==> config.mk <==
export PLATFORM = sky130hd
export DESIGN_NAME = dsf_status
export DESIGN_NICKNAME = d
export VERILOG_FILES = /design/src/hdl/dsf_pkg.sv /design/src/hdl/dsf_fmt_if.sv /design/src/hdl/dsf_fmt_byte.sv /design/src/hdl/dsf_status.sv
export VERILOG_INCLUDE_DIRS = /design/src /design/src/hdl
export SDC_FILE = /design/constraint.sdc
export NUM_CORES = 1
export LEC_CHECK = 0
export BUFFER_PORTS_ARGS = -buffer_cell sky130_fd_sc_hd__buf_2
export CAP_MARGIN = 20
export CORE_ASPECT_RATIO = 1.5
export CORE_MARGIN = 4
export CORE_UTILIZATION = 58
export CTS_BUF_LIST = sky130_fd_sc_hd__clkbuf_4 sky130_fd_sc_hd__clkbuf_8
export DETAILED_ROUTE_END_ITERATION = 7
export GPL_TIMING_DRIVEN = 0
export HOLD_SLACK_MARGIN = 0.15
export PLACE_DENSITY = 0.95
export SLEW_MARGIN = 20
export SYNTH_ARGS = -nofsm -noshare
export SYNTH_HDL_FRONTEND = slang
export SYNTH_HIERARCHICAL = 1
export SYNTH_SLANG_ARGS = --single-unit
==> constraint.sdc <==
create_clock -name clk_sys_i -period 4.25 [get_ports clk_sys_i]
set_clock_uncertainty 0.2 [all_clocks]
set_input_delay 0.2125 -clock clk_sys_i [delete_from_list [all_inputs] [get_ports clk_sys_i]]
set_output_delay 0.2125 -clock clk_sys_i [all_outputs]
set_load 0.05 [all_outputs]
==> src/hdl/dsf_defines.svh <==
`ifndef DSF_DEFINES_SVH
`define DSF_DEFINES_SVH
// Status bit positions.
`define DSF_BIT_BUSY 0
`define DSF_BIT_B1 1
`define DSF_BIT_B2 2
`define DSF_BIT_B3 3
`define DSF_BIT_B4 4
`define DSF_BIT_B5 5
`define DSF_BIT_B6 6
`define DSF_BIT_NRDY 7
// Register select code of the status register on the parallel port.
`define DSF_ADDR_STATUS 2'h0
// Most cycles allowed from command write to busy set; busy sets at once.
`define DSF_BUSY_DLY_SD 5'h18
`define DSF_BUSY_DLY_DD 5'h0C
`define DSF_STATUS_RESET 8'h00
// Not ready reads one while reset is held.
`define DSF_STATUS_AT_RESET 8'h80
// Write track control byte range with special handling.
`define DSF_CTRL_LO 8'hF5
`define DSF_CTRL_HI 8'hFE
`define DSF_CRC_PRESET 16'hFFFF
`define DSF_CRC_POLY 16'h1021
`endif

==> src/hdl/dsf_pkg.sv <==
package dsf_pkg;
  typedef enum logic [2:0] {
    DSF_CMD_T1 = 3'b000,
    DSF_CMD_RD_SEC = 3'b001,
    DSF_CMD_WR_SEC = 3'b010,
    DSF_CMD_RD_ADR = 3'b011,
    DSF_CMD_RD_TRK = 3'b100,
    DSF_CMD_WR_TRK = 3'b101
  } dsf_class_t;
  typedef enum logic [1:0] {
    DSF_ST_IDLE = 2'b00,
    DSF_ST_WAIT = 2'b01,
    DSF_ST_RUN = 2'b10
  } dsf_state_t;
endpackage

==> src/hdl/dsf_fmt_if.sv <==
`timescale 1ns/10ps
`default_nettype none
interface dsf_fmt_if;
  logic valid;
  logic [7:0] data;
  logic mark;
  logic crc_preset;
  logic crc_write;
  logic [15:0] crc;
  modport ctl (output valid, output data, input mark, input crc_preset, input crc_write, input crc);
  modport fmt (input valid, input data, output mark, output crc_preset, output crc_write, output crc);
endinterface
`default_nettype wire

==> src/hdl/dsf_fmt_byte.sv <==
`timescale 1ns/10ps
`default_nettype none
`include "dsf_defines.svh"
module dsf_fmt_byte (
  input wire logic clk_sys_i,
  input wire logic reset_n_i,
  dsf_fmt_if.fmt f
);
  logic [15:0] crc;
  logic [15:0] next_crc;
  logic [15:0] c;
  logic special;
  // Values F5 through FE are control bytes; everything else goes to the medium unchanged.
  always_comb begin
    special = (f.data >= `DSF_CTRL_LO) && (f.data <= `DSF_CTRL_HI);
    f.mark = f.valid && special && (f.data != 8'hF7);
    f.crc_write = f.valid && (f.data == 8'hF7);
    f.crc_preset = f.valid && ((f.data == 8'hF5) || (f.data == 8'hFE) || (f.data[7:2] == 6'h3E));
    c = crc;
    if (f.crc_preset) begin
      c = `DSF_CRC_PRESET;
    end
    next_crc = c;
    if (f.valid && !f.crc_write && !(f.data == 8'hF5)) begin
      for (int i = 7; i >= 0; i--) begin
        next_crc = {next_crc[14:0], 1'b0} ^ ((next_crc[15] ^ f.data[i]) ? `DSF_CRC_POLY : 16'h0000);
      end
    end
  end
  always_ff @(posedge clk_sys_i or negedge reset_n_i) begin
    if (!reset_n_i) begin
      crc <= `DSF_CRC_PRESET;
    end else begin
      crc <= next_crc;
    end
  end
  assign f.crc = crc;
  property p_preset;
    @(posedge clk_sys_i) disable iff (!reset_n_i) f.valid && (f.data == `DSF_CTRL_LO) |=> crc == `DSF_CRC_PRESET;
  endproperty
  a_preset: assert property (p_preset) else $error("crc preset");
endmodule
`default_nettype wire

==> src/hdl/dsf_status.sv <==
`timescale 1ns/10ps
`default_nettype none
`include "dsf_defines.svh"
// Overview of operation
// Busy holds at one throughout any type 1, 2 or 3 command.
// A force interrupt clears busy whatever was running.
// Force interrupt when idle shows type 1 layout with bits 4, 3, 0 zero.
// Force interrupt during a command keeps that command's layout; busy reads zero.
// Bit 7 is inverted ready OR inverted reset, always.
// Bit 6 is write protect for type 1 and writes, zero for reads.
// Type 1 bit 5 is head engaged AND head settled.
// Type 1 bit 4 flags a failed verify, cleared at next command.
// Bit 3 flags a CRC error, cleared at next command.
// Type 1 bit 2 is the inverted outer track input.
// Type 1 bit 1 is the inverted index input.
// Busy rises within 24 cycles single density, 12 double density.
// Read sector bit 5 records a deleted data mark.
// Write bit 5 flags a write fault abort, cleared at next command.
// Bit 4 flags record not found for type 2 and read address.
// Bit 2 flags lost data for type 2, read address, read track.
// Type 2 and 3 bit 1 mirrors the byte transfer request exactly.
// Host feeds the single density track preamble and trailing fill bytes.
// Host feeds the double density preamble, sync and fill bytes.
// Host sends 26 sector groups with ID, CRC request, data mark and data.
// Bits unused by a layout read zero.
// Force interrupt request clears on status read or next command.
// Track format bytes F5 to FE get mark or CRC handling.
module dsf_status (
  input wire logic clk_sys_i,
  input wire logic reset_n_i,
  input wire logic cs_n_i,
  input wire logic rd_n_i,
  input wire logic [1:0] reg_sel_i,
  input wire logic cmd_start_i,
  input wire logic [2:0] cmd_class_i,
  input wire logic force_int_i,
  input wire logic force_int_now_i,
  input wire logic cmd_done_i,
  input wire logic double_density_i,
  input wire logic drive_ready_i,
  input wire logic media_locked_n_in,
  input wire logic head_engage_out,
  input wire logic head_settled_in,
  input wire logic outer_track_n_in,
  input wire logic index_n_in,
  input wire logic byte_transfer_request,
  input wire logic verify_fail_i,
  input wire logic crc_fail_i,
  input wire logic not_found_i,
  input wire logic lost_data_i,
  input wire logic write_fault_i,
  input wire logic deleted_mark_i,
  input wire logic fmt_valid_i,
  input wire logic [7:0] fmt_data_i,
  output logic [7:0] status_o,
  output logic host_interrupt_request,
  output logic fmt_mark_o,
  output logic fmt_crc_write_o,
  output logic [15:0] fmt_crc_o
);
  ////////////////////////////////////////////////////////////////////////////
  dsf_pkg::dsf_state_t state;
  dsf_pkg::dsf_state_t next_state;
  dsf_pkg::dsf_class_t cls;
  dsf_pkg::dsf_class_t next_cls;
  logic [4:0] dly;
  logic [4:0] next_dly;
  logic f_b4, f_b3, f_b2, f_b5;
  logic next_f_b4, next_f_b3, next_f_b2, next_f_b5;
  logic fi_idle;
  logic next_fi_idle;
  logic irq;
  logic next_irq;
  logic [7:0] stat;
  logic [7:0] next_stat;
  logic busy;
  logic status_rd;
  assign busy = (state != dsf_pkg::DSF_ST_IDLE);
  assign status_rd = !cs_n_i && !rd_n_i && (reg_sel_i == `DSF_ADDR_STATUS);
  ////////////////////////////////////////////////////////////////////////////
  // Sequencing and latched error flags.
  always_comb begin
    next_state = state;
    next_cls = cls;
    next_dly = dly;
    next_f_b4 = f_b4 | verify_fail_i | not_found_i;
    next_f_b3 = f_b3 | crc_fail_i;
    next_f_b2 = f_b2 | lost_data_i;
    next_f_b5 = f_b5;
    next_fi_idle = fi_idle;
    next_irq = irq;
    if (cls == dsf_pkg::DSF_CMD_RD_SEC && deleted_mark_i) begin
      next_f_b5 = 1'b1;
    end
    if (write_fault_i) begin
      next_f_b5 = 1'b1;
    end
    if (status_rd) begin
      next_irq = 1'b0;
    end
    if (force_int_now_i) begin
      next_irq = 1'b1;
    end
    case (state)
      dsf_pkg::DSF_ST_IDLE: begin
        if (cmd_start_i) begin
          next_state = dsf_pkg::DSF_ST_WAIT;
          next_cls = dsf_pkg::dsf_class_t'(cmd_class_i);
          next_fi_idle = 1'b0;
          next_irq = 1'b0;
          // Flags clear as the next command begins; a fresh event in this cycle is lost by design.
          next_f_b4 = 1'b0;
          next_f_b3 = 1'b0;
          next_f_b2 = 1'b0;
          next_f_b5 = 1'b0;
          next_dly = double_density_i ? `DSF_BUSY_DLY_DD : `DSF_BUSY_DLY_SD;
        end else if (force_int_i) begin
          next_fi_idle = 1'b1;
          next_cls = dsf_pkg::DSF_CMD_T1;
        end
      end
      dsf_pkg::DSF_ST_WAIT: begin
        // Busy is set at once; the budget only bounds it.
        next_state = dsf_pkg::DSF_ST_RUN;
        next_dly = 5'h00;
      end
      dsf_pkg::DSF_ST_RUN: begin
        if (cmd_done_i) begin
          next_state = dsf_pkg::DSF_ST_IDLE;
        end
      end
      default: begin
        next_state = dsf_pkg::DSF_ST_IDLE;
      end
    endcase
    if (force_int_i && busy) begin
      next_state = dsf_pkg::DSF_ST_IDLE;
    end
  end
  always_ff @(posedge clk_sys_i or negedge reset_n_i) begin
    if (!reset_n_i) begin
      state <= dsf_pkg::DSF_ST_IDLE;
      cls <= dsf_pkg::DSF_CMD_T1;
      dly <= 5'h00;
      f_b4 <= 1'b0;
      f_b3 <= 1'b0;
      f_b2 <= 1'b0;
      f_b5 <= 1'b0;
      fi_idle <= 1'b0;
      irq <= 1'b0;
    end else begin
      state <= next_state;
      cls <= next_cls;
      dly <= next_dly;
      f_b4 <= next_f_b4;
      f_b3 <= next_f_b3;
      f_b2 <= next_f_b2;
      f_b5 <= next_f_b5;
      fi_idle <= next_fi_idle;
      irq <= next_irq;
    end
  end
  ////////////////////////////////////////////////////////////////////////////
  // Status composition, registered so the host sees a clean byte.
  always_comb begin
    next_stat = `DSF_STATUS_RESET;
    next_stat[`DSF_BIT_NRDY] = !drive_ready_i || !reset_n_i;
    next_stat[`DSF_BIT_BUSY] = (next_state != dsf_pkg::DSF_ST_IDLE);
    case (next_cls)
      dsf_pkg::DSF_CMD_T1: begin
        next_stat[`DSF_BIT_B6] = !media_locked_n_in;
        next_stat[`DSF_BIT_B5] = head_engage_out && head_settled_in;
        next_stat[`DSF_BIT_B4] = next_f_b4 && !next_fi_idle;
        next_stat[`DSF_BIT_B3] = next_f_b3 && !next_fi_idle;
        next_stat[`DSF_BIT_B2] = !outer_track_n_in;
        next_stat[`DSF_BIT_B1] = !index_n_in;
      end
      dsf_pkg::DSF_CMD_RD_SEC, dsf_pkg::DSF_CMD_WR_SEC: begin
        next_stat[`DSF_BIT_B6] = (next_cls == dsf_pkg::DSF_CMD_WR_SEC) && !media_locked_n_in;
        next_stat[`DSF_BIT_B5] = next_f_b5;
        next_stat[`DSF_BIT_B4] = next_f_b4;
        next_stat[`DSF_BIT_B3] = next_f_b3;
        next_stat[`DSF_BIT_B2] = next_f_b2;
        next_stat[`DSF_BIT_B1] = byte_transfer_request;
      end
      dsf_pkg::DSF_CMD_RD_ADR: begin
        next_stat[`DSF_BIT_B4] = next_f_b4;
        next_stat[`DSF_BIT_B3] = next_f_b3;
        next_stat[`DSF_BIT_B2] = next_f_b2;
        next_stat[`DSF_BIT_B1] = byte_transfer_request;
      end
      dsf_pkg::DSF_CMD_RD_TRK: begin
        next_stat[`DSF_BIT_B2] = next_f_b2;
        next_stat[`DSF_BIT_B1] = byte_transfer_request;
      end
      dsf_pkg::DSF_CMD_WR_TRK: begin
        next_stat[`DSF_BIT_B6] = !media_locked_n_in;
        next_stat[`DSF_BIT_B5] = next_f_b5;
        next_stat[`DSF_BIT_B1] = byte_transfer_request;
      end
      default: begin
        next_stat[`DSF_BIT_B1] = 1'b0;
      end
    endcase
  end
  always_ff @(posedge clk_sys_i or negedge reset_n_i) begin
    if (!reset_n_i) begin
      stat <= `DSF_STATUS_AT_RESET;
    end else begin
      stat <= next_stat;
    end
  end
  assign status_o = stat;
  assign host_interrupt_request = irq;
  ////////////////////////////////////////////////////////////////////////////
  // Track format byte handling. The host supplies the gap, sync and sector
  // sequences itself; this side decodes control bytes and keeps the running CRC. R18 R19 R20
  dsf_fmt_if fif ();
  assign fif.valid = fmt_valid_i && (cls == dsf_pkg::DSF_CMD_WR_TRK) && busy;
  assign fif.data = fmt_data_i;
  dsf_fmt_byte u_fmt (
    .clk_sys_i(clk_sys_i),
    .reset_n_i(reset_n_i),
    .f(fif)
  );
  assign fmt_mark_o = fif.mark;
  assign fmt_crc_write_o = fif.crc_write;
  assign fmt_crc_o = fif.crc;
  ////////////////////////////////////////////////////////////////////////////
  property p_busy_rise;
    @(posedge clk_sys_i) disable iff (!reset_n_i)
      (state == dsf_pkg::DSF_ST_IDLE) && cmd_start_i && !force_int_i |=> ##[0:11] status_o[0];
  endproperty
  a_busy_rise: assert property (p_busy_rise) else $error("busy late");
  property p_flag_clear;
    @(posedge clk_sys_i) disable iff (!reset_n_i)
      (state == dsf_pkg::DSF_ST_IDLE) && cmd_start_i && !force_int_i |=> !f_b4 && !f_b3 && !f_b2 && !f_b5;
  endproperty
  a_flag_clear: assert property (p_flag_clear) else $error("flags not cleared");
  property p_t1_live;
    @(posedge clk_sys_i) disable iff (!reset_n_i)
      next_cls == dsf_pkg::DSF_CMD_T1 |=> status_o[2:1] == ~{$past(outer_track_n_in), $past(index_n_in)};
  endproperty
  a_t1_live: assert property (p_t1_live) else $error("track or index wrong");
  property p_head;
    @(posedge clk_sys_i) disable iff (!reset_n_i)
      next_cls == dsf_pkg::DSF_CMD_T1 |=> status_o[5] == ($past(head_engage_out) && $past(head_settled_in));
  endproperty
  a_head: assert property (p_head) else $error("head loaded wrong");
  property p_protect;
    @(posedge clk_sys_i) disable iff (!reset_n_i)
      (next_cls == dsf_pkg::DSF_CMD_T1) || (next_cls == dsf_pkg::DSF_CMD_WR_SEC)
      || (next_cls == dsf_pkg::DSF_CMD_WR_TRK) |=> status_o[6] == !$past(media_locked_n_in);
  endproperty
  a_protect: assert property (p_protect) else $error("write protect wrong");
  property p_wrtrk;
    @(posedge clk_sys_i) disable iff (!reset_n_i) next_cls == dsf_pkg::DSF_CMD_WR_TRK |=> status_o[4:2] == 3'h0;
  endproperty
  a_wrtrk: assert property (p_wrtrk) else $error("unused write track bits set");
  property p_fi_keep;
    @(posedge clk_sys_i) disable iff (!reset_n_i)
      busy && force_int_i |=> cls == $past(cls);
  endproperty
  a_fi_keep: assert property (p_fi_keep) else $error("interrupted layout lost");
  property p_fi_clear;
    @(posedge clk_sys_i) disable iff (!reset_n_i) force_int_i |=> !status_o[0];
  endproperty
  a_fi_clear: assert property (p_fi_clear) else $error("busy not cleared");
  property p_busy_hold;
    @(posedge clk_sys_i) disable iff (!reset_n_i)
      (state == dsf_pkg::DSF_ST_RUN) && !cmd_done_i && !force_int_i |=> status_o[0];
  endproperty
  a_busy_hold: assert property (p_busy_hold) else $error("busy dropped");
  property p_nrdy;
    @(posedge clk_sys_i) disable iff (!reset_n_i) 1'b1 |=> status_o[7] == !$past(drive_ready_i);
  endproperty
  a_nrdy: assert property (p_nrdy) else $error("not ready wrong");
  property p_fi_idle;
    @(posedge clk_sys_i) disable iff (!reset_n_i)
      (state == dsf_pkg::DSF_ST_IDLE) && force_int_i && !cmd_start_i |=> status_o[4:3] == 2'b00;
  endproperty
  a_fi_idle: assert property (p_fi_idle) else $error("idle abort layout");
  property p_drq;
    @(posedge clk_sys_i) disable iff (!reset_n_i)
      cls != dsf_pkg::DSF_CMD_T1 && next_cls == cls ##1 1'b1 |-> status_o[1] == $past(byte_transfer_request);
  endproperty
  a_drq: assert property (p_drq) else $error("request mirror");
  property p_rdtrk;
    @(posedge clk_sys_i) disable iff (!reset_n_i) cls == dsf_pkg::DSF_CMD_RD_TRK ##1 cls == dsf_pkg::DSF_CMD_RD_TRK |->
      status_o[6:3] == 4'h0;
  endproperty
  a_rdtrk: assert property (p_rdtrk) else $error("unused bits set");
  property p_irq_rd;
    @(posedge clk_sys_i) disable iff (!reset_n_i) status_rd && !force_int_now_i |=> !host_interrupt_request;
  endproperty
  a_irq_rd: assert property (p_irq_rd) else $error("irq not cleared");
  property p_lost;
    @(posedge clk_sys_i) disable iff (!reset_n_i)
      lost_data_i && busy && cls != dsf_pkg::DSF_CMD_T1 && cls != dsf_pkg::DSF_CMD_WR_TRK && !force_int_i
      && !cmd_start_i |=> status_o[2];
  endproperty
  a_lost: assert property (p_lost) else $error("lost data");
endmodule
`default_nettype wire

==> qor.yml, run 1 <==
critical_path:
  critPathMaxStageDelay_ns: 0.44
  crit_required_ns: 4.27
  crit_fanout: 10
  crit_type: "reg -> reg"
  cp_cell_sequence: "nand4b_1 -> nor2_1 -> inv_1 -> a21oi_1 -> clkbuf_1 -> o21ai_0 -> o22a_1"
  r2r_setup_slack_ns: 1.66
  cp-end-kind: "flop"
  start_kind: "flop"
  crit_arrival_ns: 2.61
  cpMaxStageDelayCell: "dfrtp_1"
cts:
  post-cts-setup-buffers: 0
  h-tree-depth: 2
  cts_tree: "done"
  clock_sinks: 35
  clk-insertion-delay-late_ns: 0.30
  cts-buffers-inserted: 5
  cts_buffer_depth: 2
  ctsRootBufferMaster: "clkbuf_8"
  cts.clk_slew.worst_paths_ns: 0.07
finish:
  layout_common_cells: "62 x buf_2, 37 x nor2_1, 22 x a21oi_1, 22 x dlygate4sd3_1, 18 x dfrtp_1"
  layout.nets: 349
  post-route-util: 0.804
  antenna_cells: 0
  fill_cells: 218
  syn2layout_area_growth_pct: 30.7
  drive_above_1_share: 0.357
  mostFrequentLayoutCell: "buf_2"
synthesis:
  synth_top_area_cell: "dfrtp_1"
  synth_area_leaders: "dfrtp_1 21%, dfstp_2 21%, xnor2_1 6.5%"
  synthCells: 225
  yosysTopAreaCellShare: 0.210
  yosysSeqAreaShare: 0.419
  synth_cell_type_count: 64
  synth_edf_count: 0
  ys_async_sr_fraction: 1.00
  syn_area_um2: 2140
  avgSynthCellArea_um2: 9.52
  synth_nets: 261
  synth_flop_cell: "dfrtp_1"
  ys_ff_latch: 35
  yosysWarnings: 6
sta:
  finalCritPeriodShare: 0.608
  tns_ns: 0
  hold_violations: 0
  tightest_slew_ns: 0.767
  setup_viol: 0
  post-route-min-period_ns: 2.59
  whs_ns: 0.174
  relSlewSlack: 0.489
  drv_slew: 0
  rsz0062_at_grt: "false"
  timing.fmax_ghz: 0.387
power:
  pwr-share-seq: 0.294
  swShare: 0.488
  p_int_w: 0.00104
  clock_power_share: 0.124
  power_frac_comb: 0.583
  power.leakage_nw: 1.26
  vdd_ir_drop_max_v: 0.000603
  power_density_nw_per_um2: 723
  power_switching_w: 0.000988
route:
  ant_nets: 0
  m1WireLength_um: 2130
  met2WireLength_um: 3420
  routed_wl_um: 6260
  drt-vias-per-instance: 5.82
  top_layer: "met4"
  vias: 2073
  drt-pass1-iter-count: 4
  drc_errors: 0
  met3_length_um: 422
  drtIter0Drc: 116
  wl_per_cell_um: 17.6
floorplanning:
  die_x_um: 57.6
  core_um2: 3480
  die_y_um: 82.4
  rows: 26
  dieArea_um2: 4750
  start_util: 0.615
  ios: 63
global_route:
  grt_start_max_net_pins: 37
  grt_pass1_vias: 2175
  antenna_found_initial: 0
  grt-ovfl-total: 0
  track_usage: 0.291
  grt_pass1_wl_um: 10400
place:
  port_buffers: 59
  dp_hpwl_um: 4080
  gp_congestion: 0.940
run_status:
  outcome: "completed"
job:
  cap_violations: 0
hold_path:
  hold_path_class: "in -> reg"
-- Yosys cell counts, types with 2 or more instances --
| cell type | instances |
|---|---|
| nand3_1 | 7 |
| xor2_1 | 4 |
| mux2_1 | 2 |
| a21oi_1 | 22 |
| nand2_1 | 7 |
| buf_6 | 3 |
| o2bb2ai_1 | 3 |
| inv_1 | 7 |
| a22oi_1 | 2 |
| a21oi_2 | 2 |
| nor2_1 | 37 |
| a31oi_1 | 3 |
| nand2b_1 | 2 |
| dfstp_2 | 17 |
| dfrtp_1 | 18 |
| xnor2_1 | 16 |
| and2_1 | 2 |
| o22a_1 | 2 |
| nor3_2 | 2 |
| a2bb2oi_1 | 2 |
| clkbuf_1 | 2 |
| nor2b_1 | 2 |
| a21o_1 | 2 |
| buf_2 | 3 |
| nor3_1 | 6 |
| o21ai_0 | 11 |
| o211ai_1 | 2 |
-- through the flow --
stage / worst slack [ns] / std cells / power, W / area, um2
after CTS: 1.76 / 356 / 0.00200 / 2800
after floorplan: 1.71 / 225 / 0.00150 / 2140
final: 1.66 / 356 / 0.00202 / 2800
after detailed placement: 1.77 / 326 / 0.00174 / 2490
after global routing: 1.50 / 356 / 0.00214 / 2800
after global placement: 1.82 / 326 / 0.00170 / 2490
-- cells by family after synthesis --
logic type	share of synthesized area
flip-flops	0.419
AND/OR/NAND/NOR	0.192
AO/OA/AOI/OAI	0.220
buffers and inverters	0.0461
multiplexers	0.0152
XOR/XNOR	0.107
-- metal layers --
layer	vias up	GRT usage
met1	985	0.306
met5	-	0
met3	23	0.0607
li1	969	-
met2	96	0.512
met4	0	0.204
-- registers in the layout, summed over array words and instances (netlist names) --
name / count
f_b3: 1
u_fmt/f.crc: 16
f_b2: 1
cls: 3
fi_idle: 1
state: 2
f_b4: 1
status_o: 8
host_interrupt_request: 1
f_b5: 1
-- power groups by stage --
stage	logic, W	registers, W	clock network, W
floorplan	0.000575	0.000924	0
global placement	0.00111	0.000594	0
detailed placement	0.00114	0.000599	0
CTS	0.00116	0.000594	0.000247
global route	0.00126	0.000613	0.000267
finish	0.00118	0.000595	0.000250
-- repair_timing --
action / CTS / global route
endpoints found under the setup margin: 0 / 0
hold endpoints to repair: 38 / 0
gates resized for setup: 0 / 0
hold buffers: 22 / 0
-- critical path: cells and delay by family, from the launching register on --
| family | cells | cell delay [ns] |
|---|---|---|
| buffers and inverters | 2 | 0.50 |
| flip-flops | 1 | 0.44 |
| AO/OA/AOI/OAI | 3 | 0.79 |
| AND/OR/NAND/NOR | 2 | 0.56 |
-- cell type report --
class | count | area (um2) | area share
Clock buffer | 7 | 83.8 | 0.0300
Buffer | 9 | 63.8 | 0.0228
Timing Repair Buffer | 81 | 515 | 0.184
Multi-Input combinational cell | 172 | 1150 | 0.409
Tap cell | 42 | 52.6 | 0.0188
Inverter | 9 | 35.0 | 0.0125
Sequential cell | 35 | 897 | 0.321
Clock inverter | 1 | 5.00 | 0.00179
-- worst paths after layout --
kind                                          start                        end  cells past startpoint
max in group asynchronous                 reset_n_i             f_b5$_DFF_PN0_                      2
min reg2reg                u_fmt/f.crc[9]$_DFF_PN1_   u_fmt/f.crc[9]$_DFF_PN1_                      2
min in group asynchronous                 reset_n_i           cls[1]$_DFF_PN0_                      2
max reg2reg                        cls[1]$_DFF_PN0_  u_fmt/f.crc[15]$_DFF_PN1_                      7
max                                cls[1]$_DFF_PN0_  u_fmt/f.crc[15]$_DFF_PN1_                      7
min                                   fmt_data_i[5]  u_fmt/f.crc[10]$_DFF_PN1_                      4
(Power assumes the default switching activity.)
==> run 2, diff against run 1 <==
Settings changed: CORE_UTILIZATION 58 to 54, PLACE_DENSITY 0.95 to 0.92.
Clock period 4.25 ns to 2.6 ns, I/O delays scaled along.
==> run 2 against run 1 <==
Net effect: non-clock buffer count grew 8; utilization shrank 3.1 points; final cell count grew 2.5%; via count grew 2.8%; global-route usage shrank 2.1 points; setup slack lost 1.5 ns; flip-flop and latch count is the same; total power grew 66%; largest power group unchanged.
==> qor.yml, run 2 (same netlist as run 1, synthesis figures left out) <==
run_status:
  outcome: "completed"
critical_path:
  cp-end-kind: "flop"
  r2r-end: "u_fmt/f.crc[15]$_DFF_PN1_"
  r2r_setup_slack_ns: 0.16  # -1.51 ns
  cp_top_family: "compound AO/OA/AOI/OAI gates"
  crit_fanout: 10  # unchanged
  start_kind: "flop"
  r2r-start: "cls[1]$_DFF_PN0_"
  crit_arrival_ns: 2.46  # -0.15 ns
  path_buf_inv: 2  # unchanged
  crit_required_ns: 2.62  # -1.65 ns
  crit_type: "reg -> reg"
  cpMaxStageDelayCell: "dfrtp_1"
  cp_cell_sequence: "nand4b_1 -> nor2_1 -> inv_1 -> a21oi_2 -> clkbuf_1 -> o21ai_0 -> o22a_1"
  critPathMaxStageDelay_ns: 0.42  # -0.02 ns
  reg2regPathDepth: 7  # unchanged
power:
  power_w: 0.00336  # +66%
  power.leakage_nw: 1.30  # +3.5%
  power_density_nw_per_um2: 1160  # +60%
  vdd_ir_drop_max_v: 0.000966  # +60%
place:
  gp_congestion: 0.909  # -3.3%
  postPlaceCellArea_um2: 2490  # about the same
  dp_hpwl_um: 4120  # +1.0%
  port_buffers: 59  # unchanged
  pre_cts_slack_ns: 0.0999  # -1.67 ns
floorplanning:
  core_um2: 3750  # +7.7%
  rows: 27  # +3.8%
  ios: 63  # unchanged
  die_x_um: 59.4  # +3.1%
  start_util: 0.571  # -0.0441
  dieArea_um2: 5060  # +6.5%
  die_y_um: 85.1  # +3.3%
job:
  cap_violations: 0  # unchanged
global_route:
  grt-ovfl-total: 0  # unchanged
  grt_start_max_net_pins: 37  # unchanged
  grt_pass1_vias: 2285  # +5.1%
  grt_pass1_wl_um: 10400  # +0.53%
  track_usage: 0.271  # -0.0207
  antenna_found_initial: 0  # unchanged
cts:
  clock_sinks: 35  # unchanged
  cts.clk_slew.worst_paths_ns: 0.07  # about the same
  clk-insertion-delay-late_ns: 0.29  # about the same
  cts_tree: "done"
  h-tree-depth: 2  # unchanged
  cts-buffers-inserted: 5  # unchanged
  cts_buffer_depth: 2  # unchanged
  ctsRootBufferMaster: "clkbuf_8"
hold_path:
  hold_path_class: "in -> reg"
  hp-start: "fmt_data_i[1]"
  hold_end: "u_fmt/f.crc[1]$_DFF_PN1_"
  hold_depth: 4  # unchanged
finish:
  design_area_um2: 2900  # +3.6%
  antenna_cells: 0  # unchanged
  syn2layout_area_growth_pct: 35.3
  largest_reg_flops: 16  # unchanged
  multi_input_area_um2: 1150  # +0.33%
  mostFrequentLayoutCell: "buf_2"
  fill_cells: 241  # +11%
  layout_common_cells: "62 x buf_2, 37 x nor2_1, 30 x dlygate4sd3_1, 21 x a21oi_1, 18 x dfrtp_1"
  regArea_um2: 897  # unchanged
  drive_above_1_share: 0.351  # -0.00576
  layout.nets: 357  # +2.3%
  largest_register: "u_fmt/f.crc"
sta:
  whs_ns: 0.206  # +0.0314 ns
  relSlewSlack: 0.477  # -0.0119
  rsz0062_at_grt: "true"
  hold_violations: 0  # unchanged
  timing.fmax_ghz: 0.410  # +5.9%
  setup_viol: 0  # unchanged
  tightest_slew_ns: 0.784  # +0.0179 ns
  post-route-min-period_ns: 2.44  # -0.144 ns
  tns_ns: 0  # unchanged
  drv_slew: 0  # unchanged
  fin_ws_ns: 0.159  # -1.51 ns
  finalCritPeriodShare: 0.939  # +0.331
route:
  drtIter0Drc: 119  # +2.6%
  drt-pass1-iter-count: 4  # unchanged
  vias: 2132  # +2.8%
  ant_nets: 0  # unchanged
  drc_errors: 0  # unchanged
  wl_per_cell_um: 17.2  # -2.0%
  drt-vias-per-instance: 5.84  # +0.31%
  routed_wl_um: 6290  # +0.46%
==> run 2: cell count changes in the layout (fill, tap and decap cells not counted), sizes merged <==
| cell | delta |
|---|---|
| clkbuf | +1 |
| clkinv | -1 |
| dlygate4sd3 | +8 |
==> run 2: per-layer routing <==
metal / vias up / part of all wire / global-route usage
li1: 986 / - / -
met5: - / 0 / 0
met2: 98 / 0.53 / 0.483
met1: 1028 / 0.37 / 0.279
met3: 20 / 0.065 / 0.0639
met4: 0 / 0.033 / 0.144
==> run 2: worst register-to-register path: cells and delay by family (launching register included) <==
kind                   cells  cell delay [ns]
AOI/OAI and AO/OA          3             0.68
DFF                        1             0.42
and+or+nand+nor            2             0.54
buffers and inverters      2             0.52
==> run 2: metrics by stage <==
stage / util / instances
global placement: 0.664 / 327
floorplan: - / 225
finish: 0.773 / 365
detailed placement: 0.664 / 327
global route: 0.773 / 365
CTS: 0.772 / 365
==> run 2: worst max path at each step <==
| stage | start | endpoint | slack, ns | cells past startpoint |
|---|---|---|---|---|
| 6_report | cls[1]$_DFF_PN0_ | u_fmt/f.crc[15]$_DFF_PN1_ | 0.16 | 7 |
| 3_3_place_gp | cls[1]$_DFF_PN0_ | u_fmt/f.crc[15]$_DFF_PN1_ | 0.17 | 7 |
| 3_5_place_dp | cls[1]$_DFF_PN0_ | u_fmt/f.crc[15]$_DFF_PN1_ | 0.1 | 7 |
| 4_1_cts | cls[1]$_DFF_PN0_ | u_fmt/f.crc[15]$_DFF_PN1_ | 0.08 | 7 |
| 5_1_grt | cls[1]$_DFF_PN0_ | u_fmt/f.crc[12]$_DFF_PN1_ | -0.002 | 8 |
| 2_1_floorplan | cls[1]$_DFF_PN0_ | fmt_mark_o | 0.14 | 4 |
==> run 2: area by class of cell <==
cell class / instances / area share
clock buffers: 8 / 0.0358
well taps: 43 / 0.0186
multi-input cells: 172 / 0.397
flip-flops and latches: 35 / 0.309
plain buffers: 9 / 0.0220
inverters: 9 / 0.0121
repair buffers: 89 / 0.205
==> run 2: repair_timing <==
action	4_1_cts	5_1_grt
setup buffers	0	0
endpoints found under the setup margin	0	6
hold buffers	30	0
endpoints found under the hold margin	59	0
resized for setup	0	1
==> run 2: where the power goes <==
part,switching [W],internal [W],total (W)
registers,0.000166,0.000811,0.000977
logic,0.00125,0.000693,0.00195
clock network,0.000188,0.000252,0.000440
